### config.mk
export PLATFORM = sky130hd
export DESIGN_NAME = logic_branch_exec
export DESIGN_NICKNAME = d
export VERILOG_FILES = /design/src/pkg/exec_pkg.sv /design/src/hdl/logic_branch_exec.sv
export VERILOG_INCLUDE_DIRS = /design/src /design/src/pkg
export SDC_FILE = /design/constraint.sdc
export NUM_CORES = 1
export LEC_CHECK = 0
export BUFFER_PORTS_ARGS = -buffer_cell sky130_fd_sc_hd__buf_2
export CORE_ASPECT_RATIO = 0.75
export CORE_MARGIN = 1.5
export CORE_UTILIZATION = 57
export CTS_CLUSTER_DIAMETER = 150
export DETAILED_ROUTE_END_ITERATION = 10
export PLACE_DENSITY = 0.84
export SLEW_MARGIN = 20
export SYNTH_ARGS = -nofsm -noshare
export SYNTH_HDL_FRONTEND = slang
export SYNTH_SLANG_ARGS = --single-unit
### constraint.sdc
create_clock -name core_clk -period 7.9 [get_ports core_clk]
set_input_delay 0.395 -clock core_clk [delete_from_list [all_inputs] [get_ports core_clk]]
set_output_delay 0.395 -clock core_clk [all_outputs]
set_load 0.005 [all_outputs]
### src/pkg/exec_defines.svh
// Overview of operation
// - or_immediate ORs constant in, sets Z N V, 1 cycle
// - clear_bits_masked ANDs with inverted mask, sets Z N V
// - set_bits_masked forces masked bits high, 1 cycle
// - test_zero_minus keeps register, sets Z N V
// - indirect_jump loads PC from Z, 2 cycles
// - indirect_call pushes return, jumps to Z, 3 cycles
// - compare_skip_equal skips next when registers equal
// - compare_immediate subtracts constant, sets Z N V C H
// - skip_reg_bit_clear skips when register bit zero
// - skip_reg_bit_set skips when register bit one
// - skip_io_bit_clear skips when I/O bit zero
// - skip_io_bit_set skips when I/O bit one
// - branch_flag_set jumps PC+k+1 when flag one
// - branch_flag_clear jumps when selected flag zero
// - branch_signed_ge taken when N xor V zero
// - branch_signed_lt taken when N xor V one
// - half-carry branches follow H flag
// - overflow branches follow V flag
// - unsigned ge and carry-clear taken when C zero
// - T-flag branches follow T flag
// - interrupt-state branches follow I flag
`ifndef EXEC_DEFINES_SVH
`define EXEC_DEFINES_SVH

`define OFF_CTRL      12'h000
`define OFF_FLAGS     12'h004
`define OFF_PC        12'h008

`define CTRL_RUN      0
`define RST_CTRL      1'b0
`define RST_FLAGS     8'h00
`define RST_PC        16'h0000

`define FLAG_C        3'h0
`define FLAG_Z        3'h1
`define FLAG_N        3'h2
`define FLAG_V        3'h3
`define FLAG_S        3'h4
`define FLAG_H        3'h5
`define FLAG_T        3'h6
`define FLAG_I        3'h7

`define CYC_INDIRECT_JUMP      2
`define CYC_INDIRECT_CALL     3
`define CYC_RET       4
`define CYC_TAKEN     2

`define OP_HI         15
`define OP_LO         12
`define SUB_HI        11
`define SUB_LO        10
`define IMM_REG_HI    11
`define IMM_REG_LO    8
`define IMM_K_HI      7
`define IMM_K_LO      0
`define RD_HI         9
`define RD_LO         5
`define RR_HI         4
`define RR_LO         0
`define BIT_HI        2
`define BIT_LO        0
`define BRK_HI        9
`define BRK_LO        3

`define SKIP_SHORT    16'h0002
`define SKIP_LONG     16'h0003
`define ONES          8'hff
`define MSB_ONLY      8'h80

`endif

### src/pkg/exec_pkg.sv
package exec_pkg;

  typedef enum logic [3:0] {
    OP_OR_IMM   = 4'b0000,
    OP_CLR_BITS = 4'b0001,
    OP_SET_BITS = 4'b0010,
    OP_CMP_IMM  = 4'b0011,
    OP_REG      = 4'b0100,
    OP_SKIP     = 4'b0101,
    OP_BR_SET   = 4'b0110,
    OP_BR_CLR   = 4'b0111,
    OP_FLOW     = 4'b1000
  } op_e;

  typedef enum logic [1:0] {
    REG_TEST = 2'b00,
    REG_COMPARE_SKIP_EQUAL = 2'b01,
    REG_COM  = 2'b10,
    REG_NEG  = 2'b11
  } reg_sub_e;

  typedef enum logic [1:0] {
    SK_REG_CLR = 2'b00,
    SK_REG_SET = 2'b01,
    SK_IO_CLR  = 2'b10,
    SK_IO_SET  = 2'b11
  } skip_sub_e;

  typedef enum logic [1:0] {
    FL_INDIRECT_JUMP  = 2'b00,
    FL_INDIRECT_CALL = 2'b01,
    FL_RET   = 2'b10,
    FL_INTERRUPT_RETURN  = 2'b11
  } flow_sub_e;

  typedef enum logic {
    ST_RUN   = 1'b0,
    ST_STALL = 1'b1
  } state_e;

  typedef struct packed {
    logic       en;
    logic [4:0] addr;
    logic [7:0] data;
  } wb_s;

  typedef struct packed {
    logic        valid;
    logic [15:0] data;
  } push_s;

endpackage

### src/hdl/logic_branch_exec.sv
// The APB interface to the registers and the register offsets are this design's own decisions.
`timescale 1ns/100ps
`include "exec_defines.svh"
module logic_branch_exec
  import exec_pkg::*;
#(
  parameter int AW = 12
) (
  input  wire logic          core_clk,
  input  wire logic          rstn,
  input  wire logic          psel,
  input  wire logic          penable,
  input  wire logic          pwrite,
  input  wire logic [AW-1:0] paddr,
  input  wire logic [31:0]   pwdata,
  output logic [31:0]        prdata,
  output logic               pready,
  output logic               pslverr,
  output logic [15:0]        prog_addr,
  input  wire logic [15:0]   prog_data,
  input  wire logic          next_long,
  output logic [4:0]         rd_addr,
  output logic [4:0]         rr_addr,
  input  wire logic [7:0]    rd_data,
  input  wire logic [7:0]    rr_data,
  output logic [4:0]         io_addr,
  input  wire logic [7:0]    io_data,
  input  wire logic [15:0]   z_ptr,
  output push_s              push,
  output logic               pop_req,
  input  wire logic [15:0]   pop_data,
  output wb_s                wb,
  output logic [7:0]         status_flags_register
);

  generate
    if (AW < 4) begin : g_aw_check
      $error("AW too small for the register map");
    end
  endgenerate

  logic        run;
  logic [15:0] pc;
  state_e      state;
  logic [1:0]  stall_cnt;

  // decode fields
  wire op_e       op      = op_e'(prog_data[`OP_HI:`OP_LO]);
  wire [1:0]      sub     = prog_data[`SUB_HI:`SUB_LO];
  wire [7:0]      k8      = prog_data[`IMM_K_HI:`IMM_K_LO];
  wire [6:0]      br_k    = prog_data[`BRK_HI:`BRK_LO];
  wire [2:0]      bitsel  = prog_data[`BIT_HI:`BIT_LO];
  wire [4:0]      imm_reg = {1'b1, prog_data[`IMM_REG_HI:`IMM_REG_LO]};
  wire            is_imm  = (prog_data[`OP_HI:`OP_LO] < 4'h4);

  wire go        = run && (state == ST_RUN);
  wire do_ori    = go && (op == OP_OR_IMM);
  wire do_cbr    = go && (op == OP_CLR_BITS);
  wire do_sbr    = go && (op == OP_SET_BITS);
  wire do_cpi    = go && (op == OP_CMP_IMM);
  wire do_tst    = go && (op == OP_REG) && (sub == REG_TEST);
  wire do_compare_skip_equal   = go && (op == OP_REG) && (sub == REG_COMPARE_SKIP_EQUAL);
  wire do_com    = go && (op == OP_REG) && (sub == REG_COM);
  wire do_neg    = go && (op == OP_REG) && (sub == REG_NEG);
  wire do_skip   = go && (op == OP_SKIP);
  wire do_brs    = go && (op == OP_BR_SET);
  wire do_brc    = go && (op == OP_BR_CLR);
  wire do_indirect_jump   = go && (op == OP_FLOW) && (sub == FL_INDIRECT_JUMP);
  wire do_indirect_call  = go && (op == OP_FLOW) && (sub == FL_INDIRECT_CALL);
  wire do_ret    = go && (op == OP_FLOW) && (sub == FL_RET);
  wire do_interrupt_return   = go && (op == OP_FLOW) && (sub == FL_INTERRUPT_RETURN);

  assign rd_addr   = is_imm ? imm_reg : prog_data[`RD_HI:`RD_LO];
  assign rr_addr   = prog_data[`RR_HI:`RR_LO];
  assign io_addr   = prog_data[`RD_HI:`RD_LO];
  assign prog_addr = pc;
  assign pop_req   = do_ret || do_interrupt_return;

  // register file writes land one edge late, so forward the pending value
  wire [7:0] rd_val = (wb.en && wb.addr == rd_addr) ? wb.data : rd_data;
  wire [7:0] rr_val = (wb.en && wb.addr == rr_addr) ? wb.data : rr_data;
  wire [7:0] sk_reg = (wb.en && wb.addr == io_addr) ? wb.data : rd_data;

  wire [7:0] f = status_flags_register;

  // skip conditions
  // index the selected bit instead of shifting, so no byte is cut down to one bit
  wire [7:0] sk_src = sub[1] ? io_data : sk_reg;
  wire       sk_bit = sk_src[bitsel];
  wire sk_hit  = sub[0] ? sk_bit : ~sk_bit;
  wire skip_go = (do_skip && sk_hit) || (do_compare_skip_equal && (rd_val == rr_val));

  // branch condition; S bit is evaluated live so stale software writes cannot mislead
  wire br_bit   = (bitsel == `FLAG_S) ? (f[`FLAG_N] ^ f[`FLAG_V]) : f[bitsel];
  wire br_taken = (do_brs && br_bit) || (do_brc && !br_bit);

  wire [15:0] pc_next1 = pc + 16'h0001;
  wire [15:0] pc_skip  = pc + (next_long ? `SKIP_LONG : `SKIP_SHORT);
  wire [15:0] pc_br    = pc + {{9{br_k[6]}}, br_k} + 16'h0001;

  // result and flag computation
  logic [7:0] res;
  logic       res_wr;
  logic       fl_upd;
  logic       c_new;
  logic       v_new;
  logic       h_new;
  logic       ch_upd;
  logic [8:0] diff;
  logic [4:0] diff_lo;

  always_comb begin
    res     = rd_val;
    res_wr  = 1'b0;
    fl_upd  = 1'b0;
    ch_upd  = 1'b0;
    c_new   = f[`FLAG_C];
    v_new   = 1'b0;
    h_new   = f[`FLAG_H];
    diff    = {1'b0, rd_val} - {1'b0, k8};
    diff_lo = {1'b0, rd_val[3:0]} - {1'b0, k8[3:0]};
    if (do_ori) begin
      res    = rd_val | k8;
      res_wr = 1'b1;
      fl_upd = 1'b1;
    end else if (do_cbr) begin
      res    = rd_val & (`ONES - k8);
      res_wr = 1'b1;
      fl_upd = 1'b1;
    end else if (do_sbr) begin
      res    = rd_val | k8;
      res_wr = 1'b1;
      fl_upd = 1'b1;
    end else if (do_tst) begin
      res    = rd_val & rd_val;
      fl_upd = 1'b1;
    end else if (do_cpi) begin
      res    = diff[7:0];
      fl_upd = 1'b1;
      ch_upd = 1'b1;
      c_new  = diff[8];
      h_new  = diff_lo[4];
      v_new  = (rd_val[7] & ~k8[7] & ~diff[7]) | (~rd_val[7] & k8[7] & diff[7]);
    end else if (do_com) begin
      res    = `ONES - rd_val;
      res_wr = 1'b1;
      fl_upd = 1'b1;
      ch_upd = 1'b1;
      c_new  = 1'b1;
    end else if (do_neg) begin
      res    = 8'h00 - rd_val;
      res_wr = 1'b1;
      fl_upd = 1'b1;
      ch_upd = 1'b1;
      c_new  = (res != 8'h00);
      v_new  = (res == `MSB_ONLY);
      h_new  = res[3] | rd_val[3];
    end
  end

  wire [7:0] flags_alu = {f[`FLAG_I], f[`FLAG_T],
                          (ch_upd ? h_new : f[`FLAG_H]),
                          res[7] ^ v_new, v_new, res[7], (res == 8'h00),
                          (ch_upd ? c_new : f[`FLAG_C])};

  // software writes to flags are overridden by a flag-updating instruction or interrupt_return in the same cycle
  wire        apb_acc   = psel && penable;
  wire        apb_setup = psel && !penable;
  wire        hit_ctrl  = (paddr == AW'(`OFF_CTRL));
  wire        hit_flags = (paddr == AW'(`OFF_FLAGS));
  wire        hit_pc    = (paddr == AW'(`OFF_PC));
  wire        hit_any   = hit_ctrl || hit_flags || hit_pc;
  wire        wr_ctrl   = apb_acc && pwrite && hit_ctrl;
  wire        wr_flags  = apb_acc && pwrite && hit_flags;
  wire        wr_pc     = apb_acc && pwrite && hit_pc && !run;

  wire [7:0] next_flags = fl_upd  ? flags_alu :
                          do_interrupt_return ? (f | (8'h01 << `FLAG_I)) :
                          wr_flags ? pwdata[7:0] : f;

  // program counter and stall length
  logic [15:0] next_pc;
  logic [1:0]  next_stall;

  always_comb begin
    next_pc    = pc;
    next_stall = 2'd0;
    if (wr_pc) begin
      next_pc = pwdata[15:0];
    end else if (do_indirect_jump) begin
      next_pc    = z_ptr;
      next_stall = 2'(`CYC_INDIRECT_JUMP - 1);
    end else if (do_indirect_call) begin
      next_pc    = z_ptr;
      next_stall = 2'(`CYC_INDIRECT_CALL - 1);
    end else if (do_ret || do_interrupt_return) begin
      next_pc    = pop_data;
      next_stall = 2'(`CYC_RET - 1);
    end else if (skip_go) begin
      next_pc    = pc_skip;
      next_stall = 2'(`CYC_TAKEN - 1);
    end else if (br_taken) begin
      next_pc    = pc_br;
      next_stall = 2'(`CYC_TAKEN - 1);
    end else if (go) begin
      next_pc = pc_next1;
    end
  end

  wire    stall_done = (stall_cnt == 2'd1);
  state_e next_state;
  always_comb begin
    unique case (state)
      ST_RUN:   next_state = (next_stall != 2'd0) ? ST_STALL : ST_RUN;
      ST_STALL: next_state = stall_done ? ST_RUN : ST_STALL;
    endcase
  end

  always_ff @(posedge core_clk or negedge rstn) begin
    if (!rstn) begin
      state     <= ST_RUN;
      stall_cnt <= 2'd0;
      pc        <= `RST_PC;
      status_flags_register <= `RST_FLAGS;
    end else begin
      state     <= next_state;
      stall_cnt <= (state == ST_RUN) ? next_stall : stall_cnt - 2'd1;
      pc        <= next_pc;
      status_flags_register <= next_flags;
    end
  end

  always_ff @(posedge core_clk or negedge rstn) begin
    if (!rstn) begin
      wb   <= '0;
      push <= '0;
    end else begin
      wb   <= '{en: res_wr, addr: rd_addr, data: res};
      push <= '{valid: do_indirect_call, data: pc_next1};
    end
  end

  // APB slave: zero wait states, read data captured in setup phase
  assign pready  = 1'b1;
  assign pslverr = apb_acc && !hit_any;

  wire [31:0] rd_mux = hit_ctrl  ? {31'h0, run} :
                       hit_flags ? {24'h0, f} :
                       hit_pc    ? {16'h0, pc} : 32'h0;

  always_ff @(posedge core_clk or negedge rstn) begin
    if (!rstn) begin
      run    <= `RST_CTRL;
      prdata <= 32'h0;
    end else begin
      if (wr_ctrl) begin
        run <= pwdata[`CTRL_RUN];
      end
      if (apb_setup && !pwrite) begin
        prdata <= rd_mux;
      end
    end
  end

  // checks
  a_ori_result: assert property (@(posedge core_clk) disable iff (!rstn)
    do_ori |=> wb.en && wb.data == ($past(rd_val) | $past(k8)) && state == ST_RUN)
    else $error("or_immediate result wrong");

  a_cbr_result: assert property (@(posedge core_clk) disable iff (!rstn)
    do_cbr |=> wb.en && wb.data == ($past(rd_val) & ~$past(k8)) && !f[`FLAG_V])
    else $error("clear_bits_masked result wrong");

  a_sbr_bits: assert property (@(posedge core_clk) disable iff (!rstn)
    do_sbr |=> ((wb.data & $past(k8)) == $past(k8)) && state == ST_RUN)
    else $error("set_bits_masked left a bit low");

  a_tst_flags: assert property (@(posedge core_clk) disable iff (!rstn)
    do_tst |=> !wb.en && f[`FLAG_Z] == ($past(rd_val) == 8'h00) && f[`FLAG_N] == $past(rd_val[7]))
    else $error("test_zero_minus flags wrong");

  a_indirect_jump_timing: assert property (@(posedge core_clk) disable iff (!rstn)
    do_indirect_jump |=> pc == $past(z_ptr) && f == $past(f) && !go ##1 state == ST_RUN)
    else $error("indirect_jump timing wrong");

  a_indirect_call_push: assert property (@(posedge core_clk) disable iff (!rstn)
    do_indirect_call |=> push.valid && push.data == $past(pc) + 16'h0001 && pc == $past(z_ptr)
                 ##1 state == ST_STALL ##1 state == ST_RUN)
    else $error("indirect_call push or timing wrong");

  a_skip_pc: assert property (@(posedge core_clk) disable iff (!rstn)
    (do_compare_skip_equal && rd_val == rr_val && !wr_pc) |=>
      pc == $past(pc) + ($past(next_long) ? 16'h0003 : 16'h0002) ##1 state == ST_RUN)
    else $error("compare_skip_equal pc wrong");

  a_cpi_carry: assert property (@(posedge core_clk) disable iff (!rstn)
    do_cpi |=> !wb.en && f[`FLAG_C] == ($past(rd_val) < $past(k8)) && f[`FLAG_Z] == ($past(rd_val) == $past(k8)))
    else $error("compare_immediate flags wrong");

  a_bit_skip: assert property (@(posedge core_clk) disable iff (!rstn)
    (do_skip && !wr_pc) |=> (pc == $past(pc) + 16'h0001) == !$past(sk_hit) && f == $past(f))
    else $error("bit skip decision wrong");

  a_branch_pc: assert property (@(posedge core_clk) disable iff (!rstn)
    (br_taken && !wr_pc) |=> pc == $past(pc_br) && state == ST_STALL ##1 state == ST_RUN)
    else $error("branch target or timing wrong");

  a_signed_ge: assert property (@(posedge core_clk) disable iff (!rstn)
    (do_brc && bitsel == `FLAG_S) |-> br_taken == !(f[`FLAG_N] ^ f[`FLAG_V]))
    else $error("signed branch condition wrong");

  a_interrupt_return_flag: assert property (@(posedge core_clk) disable iff (!rstn)
    do_interrupt_return |=> f[`FLAG_I] && pc == $past(pop_data) ##1 !go ##1 !go ##1 state == ST_RUN)
    else $error("interrupt_return wrong");

  a_neg_result: assert property (@(posedge core_clk) disable iff (!rstn)
    do_neg |=> wb.data == 8'h00 - $past(rd_val) && f[`FLAG_C] == ($past(rd_val) != 8'h00))
    else $error("twos_negate wrong");

endmodule

==> flow_summary.toml <==
[outcome]
status = "finished clean"

[placement]
dp.cells = 1218
portBuffers = 193
hpwlAfterDp_um = 18480
routabilityCongestion = 0.9611
dpl_cell_area_um2 = 8079

[logic_synthesis]
ys_dominant_reg_cell = "dfrtp_1"
synth_edf_count = 0
ys_warn_count = 0
syn_area_um2 = 7216
yosysSeqAreaShare_pct = 26.01
async_flop_share_pct = 100.0
synth_seq_cells = 75
synth_top_area_share_pct = 26.01
synth_cell_types = 73
synth.largest_area_cell = "dfrtp_1"
synth_area_per_cell_um2 = 7.869
netlist_instances = 917
yosys-top-cells-area = "dfrtp_1, ha_1, nand2_1"

[power_and_ir_drop]
p_total_mw = 1.100
peakVddDrop_v = 0.0001188
powerDensity_nw_per_um2 = 130.9
power.leakage_nw = 4.079

[global_routing]
grt_max_degree = 76
grtUsageTotal_pct = 36.17
grt_first_pass_wirelength_um = 37370
grt_pass1_vias = 6683
antenna_found_initial = 0
gr-total-overflow = 0

[timing]
period_needed_ns = 5.257
clock_skew_ns = 0.007256
finalSetupTns_ns = 0
hold_viol_final = 0
fmax_mhz = 190.2
setup_viol = 0
period_share_pct = 66.54
rsz0062_at_grt = "false"
slew_viol_final = 0
tightest_slew_ns = 0.9989
slew_headroom_pct = 33.37

[clock_network]
hold_buffers = 0
cts_setup_buffers = 0
cts_max_level = 3
cts_sinks = 75
post_cts_resized = 0
cts_made_buffers = 9
clk_path_buf_depth = 2
cts_root_buf = "clkbuf_16"
clk_pin_slew_ns = 0.07
clk_latency_ns = 0.34
cts_tree = "built"

[floorplan]
die-width_um = 132.9
core_area_um2 = 12310
initial_core_util_pct = 58.64
ios = 227
dieArea_um2 = 13350
rows = 35
die_h_um = 100.4

[route]
wire_per_inst_um = 19.78
wirelength_um = 24430
dr.pass1.iters = 5
drc_errors = 0
vias = 7774
drtAntennaViolNets = 0
dr.first_iter.drc_count = 1064
drt-vias-per-instance = 6.295

[critical_path]
crit_top_cell = "o21ai_0"
path_max_fanout = 27
critPathSlowestCell = "a2111oi_0"
endpoint_kind = "register"
start_kind = "input port"
cp_data_arrival_time_ns = 5.52
critical_path.cell_chain = "buf_2 -> or3b_1 -> a21boi_1 -> o32ai_1 -> nor4_4 -> clkbuf_8 -> mux2i_1 -> ha_1 -> fa_1 -> nor2b_1 -> o21ai_0 -> nand2b_1 -> and2_1 -> o21ai_0 -> nand2b_1 -> a21o_1 -> a2111oi_0 -> o21ai_0 -> a31oi_1"
slowest_delay_ns = 0.69
crit_required_ns = 8.16
worstSetupPathType = "input port to register"

[cells_and_area]
fill_cells = 1081
antenna_cells = 0
drive_gt1_share_pct = 23.29
finish.instance_area_um2 = 8406
final_cells = 1235
syn2layout_area_growth_pct = 16.49
nNetsFinal = 1221

[min_path]
hold_class = "input port to async pin"

[job]
cap_violations = 0
layout make-up:
cell class / count / area [µm²] / area share [%]
multi-input cells: 737 / 4816 / 57.29
flip-flops and latches: 75 / 1877 / 22.33
repair buffers: 203 / 1050 / 12.49
clock buffers: 9 / 225.2 / 2.679
well taps: 166 / 207.7 / 2.471
inverters: 38 / 142.6 / 1.697
clock inverters: 7 / 87.58 / 1.042
worst max-delay path, delay by kind of cell:
family	cells	cell delay, ns
multiplexers	1	0.53
AND/OR/NAND/NOR	6	1.36
adder cells (fa/ha/maj)	2	0.52
AO/OA/AOI/OAI	8	1.89
buffers and inverters	2	0.83
metrics by stage:
stage	setup WS (ns)	hold slack, ns	utilization, %
after CTS	2.514	0.2377	68.20
after global routing	2.296	0.2740	68.31
after global placement	2.278	0.4484	65.65
after detailed placement	2.161	0.4512	65.65
final	2.643	0.1799	68.31
after floorplan	3.208	0.09941	-
power breakdown:
part / total, mW / switching (mW) / leakage, nW / internal (mW)
clock: 0.443 / 0.189 / 0.155 / 0.254
sequential: 0.419 / 0.0227 / 0.966 / 0.397
combinational: 0.238 / 0.136 / 2.96 / 0.102
state kept, by name (all words and copies together) (netlist names):
signal / flops
push: 17
prdata: 16
prog_addr: 16
wb: 14
status_flags_register: 8
stall_cnt: 2
run: 1
state: 1
Yosys cell counts (32+ instances only):
cell      count
o21ai_0      60
clkbuf_1     41
nand3_1      37
dfrtp_1      75
ha_1         33
a21oi_1      54
inv_1        37
xor2_1       32
xnor2_1      35
nor2_1       81
nand2_1      97
mux2i_1      35
worst paths after layout:
| path | depth (start not counted) | slack [ns] | endpoint | startpoint |
|---|---|---|---|---|
| worst max-delay path | 19 | 2.64 | status_flags_register[0]$_DFFE_PN0P_ | prog_data[11] |
| worst min-delay path | 1 | 0.18 | push[8]$_DFF_PN0_ | rstn |
| worst max register to register | 17 | 2.99 | status_flags_register[0]$_DFFE_PN0P_ | wb[9]$_DFF_PN0_ |
| worst min register to register | 2 | 0.46 | prdata[10]$_DFFE_PN0P_ | prdata[10]$_DFFE_PN0P_ |
| max in group asynchronous | 1 | 7.07 | run$_DFFE_PN0P_ | rstn |
| min in group core_clk | 3 | 0.29 | prog_addr[15]$_DFFE_PN0P_ | pwdata[15] |
routing by layer:
layer,track usage (%),share of wire (%)
met2,49.36,40
met3,11.82,14
met1,54.91,44
met4,7.523,1.6
met5,0,0
logic make-up after synthesis:
family | synth area share, %
buffers and inverters | 8.028
other | 0.1041
adders and majority gates | 6.277
muxes | 7.976
AOI/OAI and AO/OA | 21.45
and+or+nand+nor | 22.02
xor gates and xnor gates | 8.132
DFF | 26.01
placed cells by master, fill, tap and decap left out, types with 5 or more instances in the layout:
cell       netlist  final
conb_1           2     17
buf_4           30     10
a211oi_1         9      9
or4_1            5      5
nand2b_1         5      5
xnor2_1         35     35
nand3_1         37     37
inv_1           37     37
o211ai_1         8      8
dfrtp_1         75     75
o221ai_1        10     10
a22oi_1          9      9
nor4_1           7      7
mux2_2          18     18
nor2_1          81     81
or3_1            9      9
xor2_1          32     32
o31ai_1         10     10
ha_1            33     33
a221oi_1        15     15
nand2_1         97     97
clkbuf_16        0      9
o21ai_0         60     60
a21o_1           7      7
mux2i_1         35     35
a31oi_1         10     10
buf_2            6    192
nor2b_1         10     10
nor3_1          30     30
and3_1          15     15
nand4_1          6      6
a21oi_1         54     54
(Power assumes the default switching activity.)
